`config.mk`:
```
export PLATFORM = sky130hd
export DESIGN_NAME = rtcev_top
export DESIGN_NICKNAME = d
export VERILOG_FILES = /design/src/hw/rtcev_pkg.sv /design/src/hw/rtcev_alarm.sv /design/src/hw/rtcev_debounce.sv /design/src/hw/rtcev_top.sv
export SDC_FILE = /design/constraint.sdc
export NUM_CORES = 1
export LEC_CHECK = 0
export BUFFER_PORTS_ARGS = -buffer_cell sky130_fd_sc_hd__buf_2
export CORE_MARGIN = 5
export CORE_UTILIZATION = 55
export CTS_CLUSTER_SIZE = 20
export DETAILED_ROUTE_END_ITERATION = 16
export PLACE_DENSITY = 0.8
export SETUP_SLACK_MARGIN = 0.4
export SKIP_LAST_GASP = 1
export SLEW_MARGIN = 20
export SYNTH_ARGS = -nofsm -noshare
export SYNTH_HDL_FRONTEND = slang
export SYNTH_SLANG_ARGS = --single-unit
```
`constraint.sdc`:
```
create_clock -name sys_clk_i -period 3.2 [get_ports sys_clk_i]
set_input_delay 0.64 -clock sys_clk_i [delete_from_list [all_inputs] [get_ports sys_clk_i]]
set_output_delay 0.64 -clock sys_clk_i [all_outputs]
set_load 0.03 [all_outputs]
```
`src/hw/rtcev_pkg.sv`:
```
// Shared constants and types of the event, alarm and trim control block.
// Assumes a 50 MHz system clock and a byte-wide register port from the serial engine.
package rtcev_pkg;

  // Register offsets
  localparam logic [4:0] ADDR_SEC     = 5'h00;
  localparam logic [4:0] ADDR_DOW     = 5'h06;
  localparam logic [4:0] ADDR_STATUS  = 5'h07;
  localparam logic [4:0] ADDR_INTCTL  = 5'h08;
  localparam logic [4:0] ADDR_EVCFG   = 5'h09;
  localparam logic [4:0] ADDR_ATRIM   = 5'h0A;
  localparam logic [4:0] ADDR_DTRIM   = 5'h0B;
  localparam logic [4:0] ADDR_ALM_LO  = 5'h0C;
  localparam logic [4:0] ADDR_ALM_HI  = 5'h11;
  localparam logic [4:0] ADDR_TS_LO   = 5'h14;
  localparam logic [4:0] ADDR_TS_HI   = 5'h19;

  // Status register fields
  localparam int ST_AUTO_CLR_BIT = 7;
  localparam int ST_EVT_BIT      = 3;
  localparam int ST_ALM_BIT      = 2;

  // Interrupt control fields
  localparam int IC_PULSE_BIT = 7;
  localparam int IC_ALARM_ENABLE_BIT  = 6;
  localparam int IC_FO_MSB    = 3;

  // Event configuration fields
  localparam int EV_EN_BIT     = 7;
  localparam int EV_HALT_BIT   = 6;
  localparam int EV_DEB_LSB    = 4;
  localparam int EV_SMP_LSB    = 2;
  localparam int EV_BATDIS_BIT = 1;
  localparam int EV_PUDIS_BIT  = 0;

  // Trim fields
  localparam int AT_OFS_LSB  = 6;
  localparam int DT_SIGN_BIT = 2;

  // Reset values
  localparam logic [7:0] RST_STATUS = 8'h00;
  localparam logic [7:0] RST_INTCTL = 8'h00;
  localparam logic [7:0] RST_EVCFG  = 8'h00;
  localparam logic [7:0] RST_ATRIM  = 8'h00;
  localparam logic [7:0] RST_DTRIM  = 8'h00;
  localparam logic [7:0] RST_ALARM  = 8'h00;

  // Timing
  localparam int CLK_MHZ      = 50;
  localparam int DEB1_US      = 3900;
  localparam int DEB2_US      = 15625;
  localparam int DEB3_US      = 31250;
  localparam int PULSE_US     = 250000;
  localparam int DEB1_CYC     = DEB1_US * CLK_MHZ;
  localparam int DEB2_CYC     = DEB2_US * CLK_MHZ;
  localparam int DEB3_CYC     = DEB3_US * CLK_MHZ;
  localparam int PULSE_CYC    = PULSE_US * CLK_MHZ;
  localparam int TB_PER_SEC   = 32768;
  localparam int PPM_STEP     = 20;
  localparam int PPM_UNITY    = 1000000;
  localparam int TRIM_INC     = PPM_STEP * TB_PER_SEC;

  // Load capacitance in quarter picofarads
  localparam logic [6:0] CLOAD_BASE_QPF = 7'h12;

  typedef struct packed {
    logic [7:0] sec;
    logic [7:0] min;
    logic [7:0] hour;
    logic [7:0] date;
    logic [7:0] month;
    logic [7:0] year;
    logic [7:0] dow;
  } rtcev_time_t;

  typedef struct packed {
    logic       wr;
    logic       rd;
    logic [4:0] addr;
    logic [7:0] wdata;
  } rtcev_req_t;

endpackage

```
`src/hw/rtcev_alarm.sv`:
```
// Alarm comparator: each enabled alarm byte against its running time byte.
// Assumes alarm bytes ordered sec, min, hour, date, month, weekday.
`timescale 1ns/1ns
module rtcev_alarm (
  input  wire logic [5:0][7:0]         alarm_i,
  input  wire rtcev_pkg::rtcev_time_t  time_i,
  output logic                         match_o
);

  logic [5:0][7:0] cur;
  logic            any_en;
  logic            all_eq;

  assign cur = {time_i.dow, time_i.month, time_i.date, time_i.hour, time_i.min, time_i.sec};

  // Bit 7 is the compare enable; no year byte exists
  always_comb begin
    any_en = 1'b0;
    all_eq = 1'b1;
    for (int i = 0; i < 6; i++) begin
      if (alarm_i[i][7]) begin
        any_en = 1'b1;
        if (alarm_i[i][6:0] != cur[i][6:0]) begin
          all_eq = 1'b0;
        end
      end
    end
  end

  assign match_o = any_en && all_eq;

endmodule

```
`src/hw/rtcev_debounce.sv`:
```
// Event input hysteresis filter with four selectable hold times.
// Assumes the input is already synchronised to sys_clk_i.
`timescale 1ns/1ns
module rtcev_debounce #(
  parameter int CNT_W = 21,
  parameter int CYC1  = rtcev_pkg::DEB1_CYC,
  parameter int CYC2  = rtcev_pkg::DEB2_CYC,
  parameter int CYC3  = rtcev_pkg::DEB3_CYC
) (
  input  wire logic       sys_clk_i,
  input  wire logic       rst_n_i,
  input  wire logic [1:0] sel_i,
  input  wire logic       raw_i,
  output logic            filt_o
);

  logic [CNT_W-1:0] cnt_ff;
  logic [CNT_W-1:0] nxt_cnt;
  logic             filt_ff;
  logic             nxt_filt;
  logic [CNT_W-1:0] hold;

  always_comb begin
    case (sel_i)
      2'h1:    hold = CNT_W'(CYC1);
      2'h2:    hold = CNT_W'(CYC2);
      2'h3:    hold = CNT_W'(CYC3);
      default: hold = '0;
    endcase
  end

  // New level accepted only once stable for the whole hold time
  always_comb begin
    nxt_cnt  = '0;
    nxt_filt = filt_ff;
    if (raw_i == filt_ff) begin
      nxt_cnt = '0;
    end else if (sel_i == 2'h0 || cnt_ff >= hold - CNT_W'(1)) begin
      nxt_filt = raw_i;
    end else begin
      nxt_cnt = cnt_ff + CNT_W'(1);
    end
  end

  always_ff @(posedge sys_clk_i or negedge rst_n_i) begin
    if (!rst_n_i) begin
      cnt_ff  <= '0;
      filt_ff <= 1'b0;
    end else begin
      cnt_ff  <= nxt_cnt;
      filt_ff <= nxt_filt;
    end
  end

  assign filt_o = filt_ff;

endmodule

```
`src/hw/rtcev_top.sv`:
```
// Event detect, halt, alarm and oscillator trim control of the real-time clock.
// Assumes a serial engine issues one-cycle register strobes and the time counter
// advances its fields on sec_tick_o, showing the new time one cycle later.
//
// Behaviour
// - Event input filtered by hysteresis 0, 3.9, 15.625 or 31.25 ms.
// - Event enable bit gates event detection and time-stamp capture.
// - Only the first event is stamped until the event flag clears.
// - Halt-on-event with a detected event stops clock counting.
// - A time write resumes counting and, only while halted, clears halt-on-event.
// - Halt has effect only while event detection is enabled.
// - In battery mode the event output is suppressed if disabled.
// - Pull-up disable bit turns the event input pull-up off.
// - Six-bit analog trim sets load capacitance, top bit inverted weight.
// - Battery mode adds -0.5, +0.5 or +1 pF capacitance offset.
// - Digital trim top bit is sign, lower bits weigh 40 and 20 ppm.
// - Digital trim adjusts average ticks per second, up to 60 ppm.
// - Alarm bytes match time bytes, bit 7 is compare enable.
// - Alarm triggers when at least one field is enabled and every enabled field equals the time.
// - Single mode sets alarm flag, interrupt held low until cleared.
// - Repeating mode pulses interrupt on every match indefinitely.
// - Writing 0 clears alarm flag; auto-clear clears it on status read.
// - Repeating mode sets flag each trigger, pulses regardless of flag.
// - Repeating alarm pulse is active low, 250 ms long.
// - An event sets flag, pulls event output low, stamps time.
`timescale 1ns/1ns
module rtcev_top #(
  parameter int DEB1_CYC  = rtcev_pkg::DEB1_CYC,
  parameter int DEB2_CYC  = rtcev_pkg::DEB2_CYC,
  parameter int DEB3_CYC  = rtcev_pkg::DEB3_CYC,
  parameter int PULSE_CYC = rtcev_pkg::PULSE_CYC
) (
  input  wire logic                   sys_clk_i,
  input  wire logic                   rst_n_i,
  input  wire rtcev_pkg::rtcev_req_t  req_i,
  output logic [7:0]                  rdata_o,
  input  wire rtcev_pkg::rtcev_time_t time_i,
  input  wire logic                   time_write_i,
  input  wire logic                   ts_tick_i,
  output logic                        sec_tick_o,
  output logic                        count_halt_o,
  input  wire logic                   event_input_i,
  input  wire logic                   battery_mode_i,
  output logic                        irq_o,
  output logic                        irq_oe_o,
  output logic                        event_pullup_en_o,
  output logic [6:0]                  cload_qpf_o
);

  localparam int ACC_W = 22;
  localparam int TBC_W = 16;

  // Quarter-pF load capacitance from the analog trim code
  function automatic logic [6:0] cload_of(input logic [5:0] code, input logic [1:0] ofs, input logic bat);
    logic [6:0] c;
    c = rtcev_pkg::CLOAD_BASE_QPF + {1'b0, ~code[5], code[4:0]};
    if (bat) begin
      case (ofs)
        2'h1:    c = c - 7'h02;
        2'h2:    c = c + 7'h02;
        2'h3:    c = c + 7'h04;
        default: c = c;
      endcase
    end
    return c;
  endfunction

  // Register state
  logic [7:0]      intctl_ff, nxt_intctl;
  logic [7:0]      evcfg_ff, nxt_evcfg;
  logic [7:0]      atrim_ff, nxt_atrim;
  logic [2:0]      dtrim_ff, nxt_dtrim;
  logic            auto_clr_ff, nxt_auto_clr;
  logic            evt_flag_ff, nxt_evt_flag;
  logic            alm_flag_ff, nxt_alm_flag;
  logic            halt_ff, nxt_halt;
  logic [5:0][7:0] alarm_ff, nxt_alarm;
  logic [5:0][7:0] stamp_ff, nxt_stamp;
  logic [7:0]      rdata_ff, nxt_rdata;

  // Pin synchronisers and event edge
  logic [1:0] ev_sync_ff;
  logic [1:0] bat_sync_ff;
  logic       ev_filt;
  logic       ev_prev_ff;
  logic       ev_hit;

  // Seconds generation
  logic [TBC_W-1:0] tb_cnt_ff, nxt_tb_cnt;
  logic [ACC_W-1:0] acc_ff, nxt_acc;
  logic [1:0]       corr_ff, nxt_corr;
  logic             sec_ff, nxt_sec;
  logic             eval_ff;
  logic [TBC_W-1:0] sec_len;

  // Alarm and output pin
  logic        match;
  logic        alarm_on;
  logic        pulse_mode;
  logic        alm_hit;
  logic [23:0] pulse_cnt_ff, nxt_pulse_cnt;
  logic        irq_oe_ff, nxt_irq_oe;
  logic        pu_en_ff;
  logic [6:0]  cload_ff;

  logic ev_en;
  logic st_wr;
  logic st_rd_clr;

  assign ev_en      = evcfg_ff[rtcev_pkg::EV_EN_BIT];
  assign pulse_mode = intctl_ff[rtcev_pkg::IC_PULSE_BIT];
  assign alarm_on   = intctl_ff[rtcev_pkg::IC_ALARM_ENABLE_BIT] && (intctl_ff[rtcev_pkg::IC_FO_MSB:0] == 4'h0);
  assign st_wr      = req_i.wr && req_i.addr == rtcev_pkg::ADDR_STATUS;
  assign st_rd_clr  = req_i.rd && req_i.addr == rtcev_pkg::ADDR_STATUS && auto_clr_ff;

  rtcev_debounce #(
    .CNT_W (21),
    .CYC1  (DEB1_CYC),
    .CYC2  (DEB2_CYC),
    .CYC3  (DEB3_CYC)
  ) u_deb (
    .sys_clk_i (sys_clk_i),
    .rst_n_i   (rst_n_i),
    .sel_i     (evcfg_ff[rtcev_pkg::EV_DEB_LSB +: 2]),
    .raw_i     (ev_sync_ff[1]),
    .filt_o    (ev_filt)
  );

  rtcev_alarm u_alm (
    .alarm_i (alarm_ff),
    .time_i  (time_i),
    .match_o (match)
  );

  // Low-to-high transition of the filtered input, only while enabled
  assign ev_hit  = ev_en && ev_filt && !ev_prev_ff;
  assign alm_hit = eval_ff && alarm_on && match;

  // Register file and flags
  always_comb begin
    nxt_intctl   = intctl_ff;
    nxt_evcfg    = evcfg_ff;
    nxt_atrim    = atrim_ff;
    nxt_dtrim    = dtrim_ff;
    nxt_auto_clr = auto_clr_ff;
    nxt_alarm    = alarm_ff;
    nxt_stamp    = stamp_ff;
    nxt_evt_flag = evt_flag_ff;
    nxt_alm_flag = alm_flag_ff;
    nxt_halt     = halt_ff;
    if (req_i.wr) begin
      case (req_i.addr)
        rtcev_pkg::ADDR_INTCTL: nxt_intctl = req_i.wdata;
        rtcev_pkg::ADDR_EVCFG:  nxt_evcfg  = req_i.wdata;
        rtcev_pkg::ADDR_ATRIM:  nxt_atrim  = req_i.wdata;
        rtcev_pkg::ADDR_DTRIM:  nxt_dtrim  = req_i.wdata[2:0];
        rtcev_pkg::ADDR_STATUS: nxt_auto_clr = req_i.wdata[rtcev_pkg::ST_AUTO_CLR_BIT];
        default: begin
          if (req_i.addr >= rtcev_pkg::ADDR_ALM_LO && req_i.addr <= rtcev_pkg::ADDR_ALM_HI) begin
            nxt_alarm[3'(req_i.addr - rtcev_pkg::ADDR_ALM_LO)] = req_i.wdata;
          end
        end
      endcase
    end
    // Flags: a write of 0 or an auto-clearing read clears, never sets
    if ((st_wr && !req_i.wdata[rtcev_pkg::ST_EVT_BIT]) || st_rd_clr) begin
      nxt_evt_flag = 1'b0;
    end
    if ((st_wr && !req_i.wdata[rtcev_pkg::ST_ALM_BIT]) || st_rd_clr) begin
      nxt_alm_flag = 1'b0;
    end
    // Flag set wins over a same-cycle clear; a time write or detection off wins over a same-cycle halt set
    if (ev_hit) begin
      nxt_evt_flag = 1'b1;
      if (!evt_flag_ff) begin
        nxt_stamp = {time_i.year, time_i.month, time_i.date, time_i.hour, time_i.min, time_i.sec};
      end
      if (evcfg_ff[rtcev_pkg::EV_HALT_BIT]) begin
        nxt_halt = 1'b1;
      end
    end
    if (alm_hit) begin
      nxt_alm_flag = 1'b1;
    end
    if (time_write_i) begin
      nxt_halt = 1'b0;
      if (halt_ff) begin
        nxt_evcfg[rtcev_pkg::EV_HALT_BIT] = 1'b0;
      end
    end
    if (!ev_en) begin
      nxt_halt = 1'b0;
    end
  end

  // Read data, one cycle after the read strobe
  always_comb begin
    nxt_rdata = rdata_ff;
    if (req_i.rd) begin
      case (req_i.addr)
        rtcev_pkg::ADDR_STATUS: begin
          nxt_rdata = 8'h00;
          nxt_rdata[rtcev_pkg::ST_AUTO_CLR_BIT] = auto_clr_ff;
          nxt_rdata[rtcev_pkg::ST_EVT_BIT]      = evt_flag_ff;
          nxt_rdata[rtcev_pkg::ST_ALM_BIT]      = alm_flag_ff;
        end
        rtcev_pkg::ADDR_INTCTL: nxt_rdata = intctl_ff;
        rtcev_pkg::ADDR_EVCFG:  nxt_rdata = evcfg_ff;
        rtcev_pkg::ADDR_ATRIM:  nxt_rdata = atrim_ff;
        rtcev_pkg::ADDR_DTRIM:  nxt_rdata = {5'h00, dtrim_ff};
        default: begin
          nxt_rdata = 8'h00;
          if (req_i.addr <= rtcev_pkg::ADDR_DOW) begin
            nxt_rdata = time_i[8*(6 - int'(req_i.addr)) +: 8];
          end else if (req_i.addr >= rtcev_pkg::ADDR_ALM_LO && req_i.addr <= rtcev_pkg::ADDR_ALM_HI) begin
            nxt_rdata = alarm_ff[3'(req_i.addr - rtcev_pkg::ADDR_ALM_LO)];
          end else if (req_i.addr >= rtcev_pkg::ADDR_TS_LO && req_i.addr <= rtcev_pkg::ADDR_TS_HI) begin
            nxt_rdata = stamp_ff[3'(req_i.addr - rtcev_pkg::ADDR_TS_LO)];
          end
        end
      endcase
    end
  end

  // Seconds from time-base ticks with digital trim
  assign sec_len = TBC_W'(rtcev_pkg::TB_PER_SEC) + (dtrim_ff[rtcev_pkg::DT_SIGN_BIT] ? TBC_W'(corr_ff)
                 : -TBC_W'(corr_ff));

  always_comb begin
    logic [ACC_W-1:0] acc;
    acc        = acc_ff;
    nxt_tb_cnt = tb_cnt_ff;
    nxt_acc    = acc_ff;
    nxt_corr   = corr_ff;
    nxt_sec    = 1'b0;
    if (time_write_i || halt_ff) begin
      nxt_tb_cnt = '0;
    end else if (ts_tick_i) begin
      if (tb_cnt_ff >= sec_len - TBC_W'(1)) begin
        nxt_tb_cnt = '0;
        nxt_sec    = 1'b1;
        // Fractional ppm carried from second to second
        acc = acc_ff + ACC_W'(dtrim_ff[1:0]) * ACC_W'(rtcev_pkg::TRIM_INC);
        if (acc >= ACC_W'(2 * rtcev_pkg::PPM_UNITY)) begin
          nxt_corr = 2'h2;
          nxt_acc  = acc - ACC_W'(2 * rtcev_pkg::PPM_UNITY);
        end else if (acc >= ACC_W'(rtcev_pkg::PPM_UNITY)) begin
          nxt_corr = 2'h1;
          nxt_acc  = acc - ACC_W'(rtcev_pkg::PPM_UNITY);
        end else begin
          nxt_corr = 2'h0;
          nxt_acc  = acc;
        end
      end else begin
        nxt_tb_cnt = tb_cnt_ff + TBC_W'(1);
      end
    end
  end

  // Interrupt / event pin, open drain, driven while low
  always_comb begin
    nxt_pulse_cnt = pulse_cnt_ff;
    if (alm_hit && pulse_mode) begin
      nxt_pulse_cnt = 24'(PULSE_CYC);
    end else if (pulse_cnt_ff != 24'h000000) begin
      nxt_pulse_cnt = pulse_cnt_ff - 24'h000001;
    end
    nxt_irq_oe = 1'b0;
    if (alarm_on && !pulse_mode && alm_flag_ff) begin
      nxt_irq_oe = 1'b1;
    end
    if (alarm_on && pulse_mode && pulse_cnt_ff != 24'h000000) begin
      nxt_irq_oe = 1'b1;
    end
    if (ev_en && evt_flag_ff && !(bat_sync_ff[1] && evcfg_ff[rtcev_pkg::EV_BATDIS_BIT])) begin
      nxt_irq_oe = 1'b1;
    end
  end

  always_ff @(posedge sys_clk_i or negedge rst_n_i) begin
    if (!rst_n_i) begin
      intctl_ff    <= rtcev_pkg::RST_INTCTL;
      evcfg_ff     <= rtcev_pkg::RST_EVCFG;
      atrim_ff     <= rtcev_pkg::RST_ATRIM;
      dtrim_ff     <= rtcev_pkg::RST_DTRIM[2:0];
      auto_clr_ff  <= rtcev_pkg::RST_STATUS[rtcev_pkg::ST_AUTO_CLR_BIT];
      evt_flag_ff  <= 1'b0;
      alm_flag_ff  <= 1'b0;
      halt_ff      <= 1'b0;
      alarm_ff     <= {6{rtcev_pkg::RST_ALARM}};
      stamp_ff     <= '0;
      rdata_ff     <= 8'h00;
      ev_sync_ff   <= 2'h0;
      bat_sync_ff  <= 2'h0;
      ev_prev_ff   <= 1'b0;
      tb_cnt_ff    <= '0;
      acc_ff       <= '0;
      corr_ff      <= 2'h0;
      sec_ff       <= 1'b0;
      eval_ff      <= 1'b0;
      pulse_cnt_ff <= 24'h000000;
      irq_oe_ff    <= 1'b0;
      pu_en_ff     <= 1'b0;
      cload_ff     <= rtcev_pkg::CLOAD_BASE_QPF;
    end else begin
      intctl_ff    <= nxt_intctl;
      evcfg_ff     <= nxt_evcfg;
      atrim_ff     <= nxt_atrim;
      dtrim_ff     <= nxt_dtrim;
      auto_clr_ff  <= nxt_auto_clr;
      evt_flag_ff  <= nxt_evt_flag;
      alm_flag_ff  <= nxt_alm_flag;
      halt_ff      <= nxt_halt;
      alarm_ff     <= nxt_alarm;
      stamp_ff     <= nxt_stamp;
      rdata_ff     <= nxt_rdata;
      ev_sync_ff   <= {ev_sync_ff[0], event_input_i};
      bat_sync_ff  <= {bat_sync_ff[0], battery_mode_i};
      ev_prev_ff   <= ev_filt;
      tb_cnt_ff    <= nxt_tb_cnt;
      acc_ff       <= nxt_acc;
      corr_ff      <= nxt_corr;
      sec_ff       <= nxt_sec;
      eval_ff      <= sec_ff;
      pulse_cnt_ff <= nxt_pulse_cnt;
      irq_oe_ff    <= nxt_irq_oe;
      pu_en_ff     <= !evcfg_ff[rtcev_pkg::EV_PUDIS_BIT];
      cload_ff     <= cload_of(atrim_ff[5:0], atrim_ff[rtcev_pkg::AT_OFS_LSB +: 2], bat_sync_ff[1]);
    end
  end

  assign rdata_o           = rdata_ff;
  assign sec_tick_o        = sec_ff;
  assign count_halt_o      = halt_ff;
  assign irq_o             = 1'b0;
  assign irq_oe_o          = irq_oe_ff;
  assign event_pullup_en_o = pu_en_ff;
  assign cload_qpf_o       = cload_ff;

endmodule

```
==> flow_summary.json, run 1 <==
{
  "outcome": "completed",
  "crit_top_cell": "or2_4",
  "final_cells": 1786,
  "synth_nets": 1449,
  "ant_nets": 0,
  "synthCells": 1304,
  "track_usage_pct": 25.5,
  "die_x_microns": 168,
  "dieArea_sq_um": 28200,
  "fin_setup_tns_ns": 0,
  "placed_cells": 1712,
  "rows": 57,
  "clock_sinks": 231,
  "cts_tree": "done",
  "insertion_delay_ns": 0.53,
  "syn2layout_area_growth_pct": 17.4,
  "io_pins": 97,
  "endpoint_kind": "flip-flop",
  "ctsHoldBuffers": 0,
  "port_buffers": 95,
  "max_stage_delay_ns": 0.52,
  "synth_top_area_cell": "dfrtp_1",
  "post_drt_wl_per_cell_microns": 20.8,
  "ir_drop_uv": 452,
  "initial_utilization_pct": 56.0,
  "htree_levels": 1,
  "avgSynthCellArea_sq_um": 10.5,
  "yosysUniqueCellTypes": 80,
  "cap_violations": 0,
  "drt_drc_violations_left": 0,
  "drive_gt1_share_pct": 29.7,
  "drt-total-wl_microns": 37100,
  "power_frac_comb_pct": 25.6,
  "swShare_pct": 31.2,
  "core_area_sq_um": 24500,
  "synth.most_common_cell": "dfrtp_1",
  "clkSlewWorstSetupHoldPaths_ns": 0.06,
  "rsz0062_at_grt": "true",
  "die_h_microns": 168,
  "cp_num_buf_inv": 1,
  "netlist_area_sq_um": 13700,
  "p_sw_mw": 2.76,
  "root_buffer": "clkbuf_16",
  "power_frac_seq_pct": 41.3,
  "hold_viol": 0,
  "r2r_slack_ns": 0.09,
  "grt_pass1_vias": 11200,
  "cp_max_fo": 6,
  "r2r_start": "corr_ff[1]",
  "ys_seq_area_share_pct": 42.2,
  "routabilityCongestion": 0.935,
  "worstPathCellList": "inv_2 -> ha_4 -> or2_4 -> xor2_1 -> ha_1 -> nand4_1 -> a211o_1 -> or2_4 -> o22ai_4 -> o21ai_4 -> or4_1 -> o211ai_1",
  "dpl.hpwl_microns": 26100,
  "synthTopCellsByArea": "dfrtp_1, mux2_2, ha_1",
  "setup_viol": 0,
  "cts_buffer_depth": 3,
  "rr_worst_depth": 12,
  "ys_warn_count": 0,
  "tightest_slew_ns": 0.634,
  "yosysTopAreaCellShare_pct": 41.8,
  "numCtsBuffers": 26,
  "r2r_end": "acc_ff[7]",
  "initialDrtViolationCount": 1098,
  "relSlewSlack_pct": 57.6,
  "synth_ff_type": "dfrtp_1",
  "grt_max_degree": 67,
  "start_kind": "flip-flop",
  "synth_edf_count": 0,
  "nets": 1589,
  "antenna_found_initial": 1,
  "synth-seq-cells": 231,
  "hold_class": "input port to async pin",
  "finalCritPeriodShare_pct": 97.1,
  "crit_type": "flip-flop to flip-flop",
  "grt_first_pass_wirelength_microns": 59400,
  "ys_async_sr_fraction_pct": 100,
  "dr.pass1.iters": 5,
  "vias": 11100,
  "post-route-min-period_ns": 3.11,
  "grt-ovfl-total": 0,
  "cp_top_family": "simple AND/OR/NAND/NOR gates",
  "finClkSkew_ns": 0.00891,
  "p_int_mw": 6.08,
  "viasPerCell": 6.21,
  "crit_path_top_delay_cell": "or4_1",
  "power_mw": 8.85,
  "slew_violations": 0,
  "power_frac_clock_pct": 33.1,
  "p_leak_nw": 7.26,
  "power_density_nw_per_um2": 550,
  "synth_common_cells": "dfrtp_1, mux2_2, nand2_1, nor2_1, ha_1",
  "required_ns": 3.64,
  "worstPathArrival_ns": 3.55,
  "clock.fmax_ghz": 0.322
}
==> final cells by class <==
class                      instances  area, sq um
timing repair buffer             165         1050
clock inverter                     9         72.6
clock buffer                      36          759
tap                              324          405
sequential                       231         5790
fill                            1802         8370
inverter                          44          170
antenna                            1         2.50
multi-input combinational        976         7850
==> routing by layer <==
metal / wire length, microns / up-vias / GRT usage [%]
met1: 15300 / 5459 / 35.1
met4: 1100 / 2 / 7.06
met3: 2740 / 85 / 4.31
li1: - / 5031 / -
met2: 17900 / 520 / 41.9
met5: 16 / - / 0
==> stage by stage <==
stage / hold WS [ns] / area [sq um] / setup WS [ns] / util, %
2_1_floorplan: 0.331 / 13800 / 0.356 / -
3_3_place_gp: 0.335 / 14800 / 0.198 / 60.5
3_5_place_dp: 0.336 / 14800 / 0.118 / 60.5
4_1_cts: 0.0701 / 15800 / 0.271 / 64.8
5_1_grt: 0.0993 / 16100 / 0.0148 / 65.8
6_report: 0.0536 / 16100 / 0.0934 / 65.8
==> cells in the final DEF, fill, tap and decap left out, types with 17 or more instances in the layout <==
master / n
clkbuf_16: 27
mux2i_1: 25
nor2_1: 78
nand3_1: 36
o21ai_0: 36
xor2_1: 59
nand2_1: 123
mux2_2: 143
dfrtp_1: 227
nand4_1: 17
inv_1: 39
xnor2_1: 47
buf_4: 64
nor3_1: 18
ha_1: 58
a21oi_1: 55
buf_2: 95
==> sequential cells by signal (all words and copies together) (netlist names), 16 cells and up <==
name and cells:
stamp_ff 48, u_deb.cnt_ff 21, alarm_ff 48, pulse_cnt_ff 24, acc_ff 16, tb_cnt_ff 16
==> how the worst max path moves through the flow <==
stage                     from  cells past startpoint      endpoint  slack (ns)
detailed placement  corr_ff[0]                     12    acc_ff[13]        0.12
floorplan             req_i[8]                     12    rdata_o[6]        0.36
global placement    corr_ff[0]                     12    acc_ff[13]        0.20
global route        corr_ff[1]                     14  tb_cnt_ff[5]        0.01
finish              corr_ff[1]                     12     acc_ff[7]        0.09
CTS                 corr_ff[1]                     12     acc_ff[7]        0.27
==> power by group through the flow <==
stage	clock [mW]	sequential, mW	combinational (mW)
after global placement	0	3.67	2.03
after global routing	3.08	3.70	2.48
final	2.93	3.65	2.27
after CTS	2.97	3.65	2.17
after floorplan	0	3.70	1.39
after detailed placement	0	3.69	2.10
==> timing repair <==
item / CTS / global route
setup endpoints to repair: 53 / 57
setup buffers: 9 / 16
pin swaps: 6 / 20
gates resized for setup: 29 / 23
cloned: 3 / 0
==> worst register-to-register path, cell delays in order (launching register included) <==
cell,delay (ns)
dfrtp_1,0.36
inv_2,0.06
ha_4,0.15
or2_4,0.26
xor2_1,0.19
ha_1,0.33
nand4_1,0.15
a211o_1,0.33
or2_4,0.28
o22ai_4,0.17
o21ai_4,0.11
or4_1,0.52
o211ai_1,0.09
==> cell families after synthesis <==
logic type | Yosys count | synth area share, %
DFF | 231 | 42.2
xor gates and xnor gates | 108 | 6.90
adders and majority gates | 68 | 6.26
other | 1 | 0.0274
muxes | 183 | 16.0
and+or+nand+nor | 374 | 13.5
buffers and inverters | 97 | 2.87
AOI/OAI and AO/OA | 242 | 12.2
(Power assumes the default switching activity.)
==> inputs of run 2 (changes only) <==
--- a/config.mk
+++ b/config.mk
@@ -7,10 +7,9 @@
 export LEC_CHECK = 0
 export BUFFER_PORTS_ARGS = -buffer_cell sky130_fd_sc_hd__buf_2
 export CORE_MARGIN = 5
-export CORE_UTILIZATION = 55
-export CTS_CLUSTER_SIZE = 20
+export CORE_UTILIZATION = 42
 export DETAILED_ROUTE_END_ITERATION = 16
-export PLACE_DENSITY = 0.8
+export PLACE_DENSITY = 0.64
 export SETUP_SLACK_MARGIN = 0.4
 export SKIP_LAST_GASP = 1
 export SLEW_MARGIN = 20
==> flow_summary.json, run 2 (synthesis gave the netlist of run 1 again) <==
{
  "worstPathArrival_ns": 3.33,
  "finClkSkew_ns": 0.0279,
  "fin_area_sq_um": 16400,
  "place_area_sq_um": 15000,
  "root_buffer": "clkbuf_16",
  "crit_path_top_delay_cell": "dfrtp_1",
  "io_pins": 97,
  "power_density_nw_per_um2": 545,
  "routabilityCongestion": 0.879,
  "start_kind": "flip-flop",
  "max_stage_delay_ns": 0.36,
  "grt_max_degree": 99,
  "antenna_found_initial": 4,
  "post-route-min-period_ns": 2.93,
  "worstPathCellList": "inv_2 -> ha_4 -> or2_4 -> ha_4 -> inv_4 -> ha_4 -> o21ai_2 -> a211o_1 -> or2_4 -> o22a_4 -> a21boi_4 -> buf_4 -> o21ai_2 -> xnor2_1",
  "ctsHoldBuffers": 0,
  "drt-total-wl_microns": 36700,
  "relSlewSlack_pct": 48.0,
  "ir_drop_uv": 415,
  "dieArea_sq_um": 36400,
  "clkSlewWorstSetupHoldPaths_ns": 0.06,
  "dpl.hpwl_microns": 26400,
  "clock.fmax_ghz": 0.341,
  "syn2layout_area_growth_pct": 19.4,
  "cts_tree": "done",
  "initialDrtViolationCount": 712,
  "outcome": "completed",
  "multiInputGateArea_sq_um": 7920,
  "htree_levels": 1,
  "layout_common_cells": "dfrtp_1, mux2_2, nand2_1",
  "hold_class": "input port to async pin",
  "cap_violations": 0,
  "seq_area_sq_um": 5780,
  "die_h_microns": 191,
  "rsz0062_at_grt": "true",
  "grt_pass1_vias": 10700,
  "grt-ovfl-total": 0,
  "required_ns": 3.60,
  "p_leak_nw": 7.30,
  "dr.pass1.iters": 5,
  "slew_violations": 0,
  "port_buffers": 95,
  "clock_sinks": 231,
  "power_mw": 8.93,
  "final_common_cell": "dfrtp_1",
  "diodes": 0,
  "initial_utilization_pct": 42.4,
  "fillCellCount": 2945,
  "drive_gt1_share_pct": 30.3,
  "hold_viol": 0,
  "dpl_worst_slack_ns": 0.0821,
  "grt_first_pass_wirelength_microns": 58000,
  "endpoint_kind": "flip-flop",
  "fin_setup_tns_ns": 0,
  "nets": 1591,
  "track_usage_pct": 19.7,
  "viasPerCell": 5.59,
  "numCtsBuffers": 27,
  "setup_viol": 0,
  "vias": 10700,
  "cts_buffer_depth": 3,
  "cp_max_fo": 7,
  "crit_type": "flip-flop to flip-flop",
  "tightest_slew_ns": 0.779,
  "crit_top_cell": "ha_4",
  "ant_nets": 0,
  "rows": 66,
  "die_x_microns": 191,
  "drt_drc_violations_left": 0,
  "finalCritPeriodShare_pct": 91.6,
  "post_drt_wl_per_cell_microns": 19.2,
  "setup_ws_ns": 0.268,
  "core_area_sq_um": 32400,
  "top_regs": "alarm_ff x48, stamp_ff x48, pulse_cnt_ff x24",
  "insertion_delay_ns": 0.54
}
run 2: worst max-delay path, delay by kind of cell (launching register included):
kind	cells	cell delay, ns
AOI/OAI and AO/OA	5	0.85
adders and majority gates	3	0.69
and+or+nand+nor	2	0.53
DFF	1	0.36
buffers and inverters	3	0.26
xor gates and xnor gates	1	0.13
run 2: final timing paths:
kind / slack, ns / start / endpoint / cells past startpoint
worst min register to register: 0.35 / bat_sync_ff[0] / bat_sync_ff[1] / 0
worst max register to register: 0.27 / corr_ff[0] / acc_ff[11] / 14
min in group sys_clk_i: 0.22 / event_input_i / ev_sync_ff[0] / 1
max in group asynchronous: 2.25 / rst_n_i / sec_tick_o / 2
worst max-delay path: 0.27 / corr_ff[0] / acc_ff[11] / 14
worst min-delay path: 0.03 / rst_n_i / cload_qpf_o[5] / 1
run 2: routing by layer:
metal  up-vias  share of wire [%]  global-route usage [%]
li1       5032                  -                       -
met1      5271                 44                    27.3
met2       292                 47                    32.3
met3        71                5.8                    3.41
met4         8                2.6                    4.83
met5         -               0.14                       0
run 2: area by class of cell:
cell class | instances | area share [%]
Sequential cell | 231 | 35.3
Timing Repair Buffer | 165 | 6.57
Clock buffer | 42 | 4.90
Inverter | 44 | 1.04
Clock inverter | 8 | 0.435
Tap cell | 442 | 3.38
Multi-Input combinational cell | 977 | 48.4
run 2: repair_timing:
action / in CTS / in global routing
endpoints found under the setup margin: 47 / 56
gates cloned: 2 / 1
pin swaps: 7 / 12
gates resized for setup: 28 / 36
buffers inserted: 11 / 8
run 2: through the flow:
step                cells  hold WS [ns]  util, %
floorplan            1304         0.331        -
global placement     1837         0.339     46.4
detailed placement   1837         0.338     46.4
CTS                  1900        0.0353     49.8
global route         1909        0.0444     50.6
finish               1909        0.0277     50.6
run 2: power by group:
part / total (mW) / internal, mW / switching, mW
Sequential: 3.63 / 3.33 / 0.302
Clock: 3.01 / 1.80 / 1.21
Combinational: 2.29 / 1.05 / 1.24
==> inputs of run 3 (changes only) <==
--- a/config.mk
+++ b/config.mk
@@ -9,7 +9,7 @@
 export CORE_MARGIN = 5
 export CORE_UTILIZATION = 42
 export DETAILED_ROUTE_END_ITERATION = 16
-export PLACE_DENSITY = 0.64
+export PLACE_DENSITY = 0.62
 export SETUP_SLACK_MARGIN = 0.4
 export SKIP_LAST_GASP = 1
 export SLEW_MARGIN = 20
==> constraint.sdc (replaced) <==
create_clock -name sys_clk_i -period 2.8 [get_ports sys_clk_i]
set_input_delay 0.56 -clock sys_clk_i [delete_from_list [all_inputs] [get_ports sys_clk_i]]
set_output_delay 0.56 -clock sys_clk_i [all_outputs]
set_load 0.03 [all_outputs]
==> flow_summary.json, run 3 (synthesis gave the netlist of run 1 again) <==
{
  "clock.fmax_ghz": 0.342,
  "syn2layout_area_growth_pct": 23.8,
  "dieArea_sq_um": 36400,
  "viasPerCell": 5.61,
  "fin_area_sq_um": 17000,
  "initial_utilization_pct": 42.4,
  "fillCellCount": 2976,
  "placed_cells": 1871,
  "power_mw": 10.9,
  "vias": 10900,
  "final_common_cell": "dfrtp_1",
  "final_cells": 1944,
  "post_drt_wl_per_cell_microns": 19.5,
  "dpl_worst_slack_ns": -0.179,
  "place_area_sq_um": 15400,
  "antenna_found_initial": 4,
  "grt_max_degree": 76,
  "clock_sinks": 231,
  "setup_ws_ns": -0.121,
  "rsz0062_at_grt": "true",
  "violations": "setup timing",
  "initialDrtViolationCount": 795,
  "drt-total-wl_microns": 37900,
  "cp_max_fo": 4,
  "nets": 1625,
  "hold_viol": 0,
  "ctsHoldBuffers": 0,
  "relSlewSlack_pct": 55.3,
  "htree_levels": 1,
  "endpoint_kind": "flip-flop",
  "rows": 66,
  "dpl.hpwl_microns": 27400,
  "drt_drc_violations_left": 0,
  "cts_buffer_depth": 3,
  "crit_top_cell": "ha_4",
  "port_buffers": 95,
  "setup_viol": 11,
  "track_usage_pct": 20.5,
  "diodes": 0,
  "cap_violations": 0,
  "ant_nets": 0,
  "required_ns": 3.27,
  "crit_path_top_delay_cell": "dfrtp_1",
  "outcome": "complete, but fails checks",
  "start_kind": "flip-flop",
  "post-route-min-period_ns": 2.92,
  "worstPathArrival_ns": 3.39,
  "cp_num_buf_inv": 4,
  "ir_drop_uv": 457,
  "cp_top_family": "compound AO/OA/AOI/OAI gates",
  "finClkSkew_ns": 0.0278,
  "multiInputGateArea_sq_um": 8080,
  "slew_violations": 0,
  "root_buffer": "clkbuf_16",
  "top_regs": "alarm_ff x48, stamp_ff x48, pulse_cnt_ff x24",
  "crit_type": "flip-flop to flip-flop",
  "core_area_sq_um": 32400,
  "routabilityCongestion": 0.901,
  "io_pins": 97,
  "power_density_nw_per_um2": 643,
  "timing.hold.ws_ns": 0.00754,
  "clkSlewWorstSetupHoldPaths_ns": 0.06,
  "seq_area_sq_um": 5790,
  "finalCritPeriodShare_pct": 104,
  "hold_class": "input port to async pin",
  "grt_first_pass_wirelength_microns": 60600,
  "drive_gt1_share_pct": 34.8,
  "die_h_microns": 191,
  "grt-ovfl-total": 0,
  "grt_pass1_vias": 10900,
  "worstPathCellList": "inv_2 -> ha_4 -> or2_4 -> ha_4 -> inv_4 -> ha_4 -> o21ai_2 -> a211o_1 -> or2_4 -> o22a_1 -> buf_4 -> buf_6 -> a221oi_2 -> mux2i_1 -> nand4_1",
  "die_x_microns": 191,
  "max_stage_delay_ns": 0.35,
  "layout_common_cells": "dfrtp_1, mux2_2, nand2_1",
  "tightest_slew_ns": 0.669,
  "numCtsBuffers": 28,
  "dr.pass1.iters": 5,
  "cts_tree": "done",
  "insertion_delay_ns": 0.56,
  "p_leak_nw": 7.54
}
## run 3: cell count changes in the layout (fill, tap and decap cells not counted), moves of 5 or more
cell     previous run  this run
buf_4              62        88
nor2_2              5        10
o21ai_1             8        16
buf_6               4         9
o21ai_0            37        27
nor2_4              3        16
nor2_1             77        58
## run 3: path summary, 6_finish.rpt
path,start,to,slack [ns],depth (start not counted)
setup reg to reg,corr_ff[1],acc_ff[18],-0.12,15
hold reg to reg,bat_sync_ff[0],bat_sync_ff[1],0.35,0
max in group asynchronous,rst_n_i,stamp_ff[14],1.99,2
hold / removal,rst_n_i,atrim_ff[2],0.008,1
min in group sys_clk_i,battery_mode_i,bat_sync_ff[0],0.12,1
setup / recovery,corr_ff[1],acc_ff[18],-0.12,15
## run 3: layout make-up
class	instances	area share [%]
tap	442	3.26
sequential	231	34.1
inverter	44	1.05
timing repair buffer	199	8.14
clock inverter	13	1.11
multi-input combinational	976	47.6
clock buffer	39	4.78
## run 3: power breakdown
part	leakage [nW]	internal (mW)	switching, mW	total, mW
logic	4.12	1.31	1.56	2.87
registers	2.93	3.80	0.369	4.17
clock network	0.484	2.39	1.49	3.88
## run 3: per-layer routing
layer  vias to the layer above  share of wire [%]  GRT usage, %
met1                      5446                 44          28.6
met5                         -               0.13             0
met4                         8                2.3          5.25
met2                       287                 48          33.5
met3                        62                5.4          3.55
li1                       5101                  -             -
## run 3: what timing repair did
action,CTS,global route
buffers inserted,8,9
resized for setup,52,48
pin swaps,37,21
cloned,4,0
endpoints found under the setup margin,57,75
## run 3: worst reg2reg max path: cells and delay by family (launching register included)
| family | cells | cell delay [ns] |
|---|---|---|
| AO/OA/AOI/OAI | 4 | 0.78 |
| buffers and inverters | 4 | 0.35 |
| AND/OR/NAND/NOR | 3 | 0.60 |
| flip-flops | 1 | 0.35 |
| adder cells (fa/ha/maj) | 3 | 0.69 |
| multiplexers | 1 | 0.10 |
## run 3: through the flow
stage,TNS [ns],utilization [%]
2_1_floorplan,0,-
3_3_place_gp,-0.347,47.6
6_report,-0.566,52.4
5_1_grt,-4.37,52.4
4_1_cts,-0.415,51.6
3_5_place_dp,-1.20,47.6
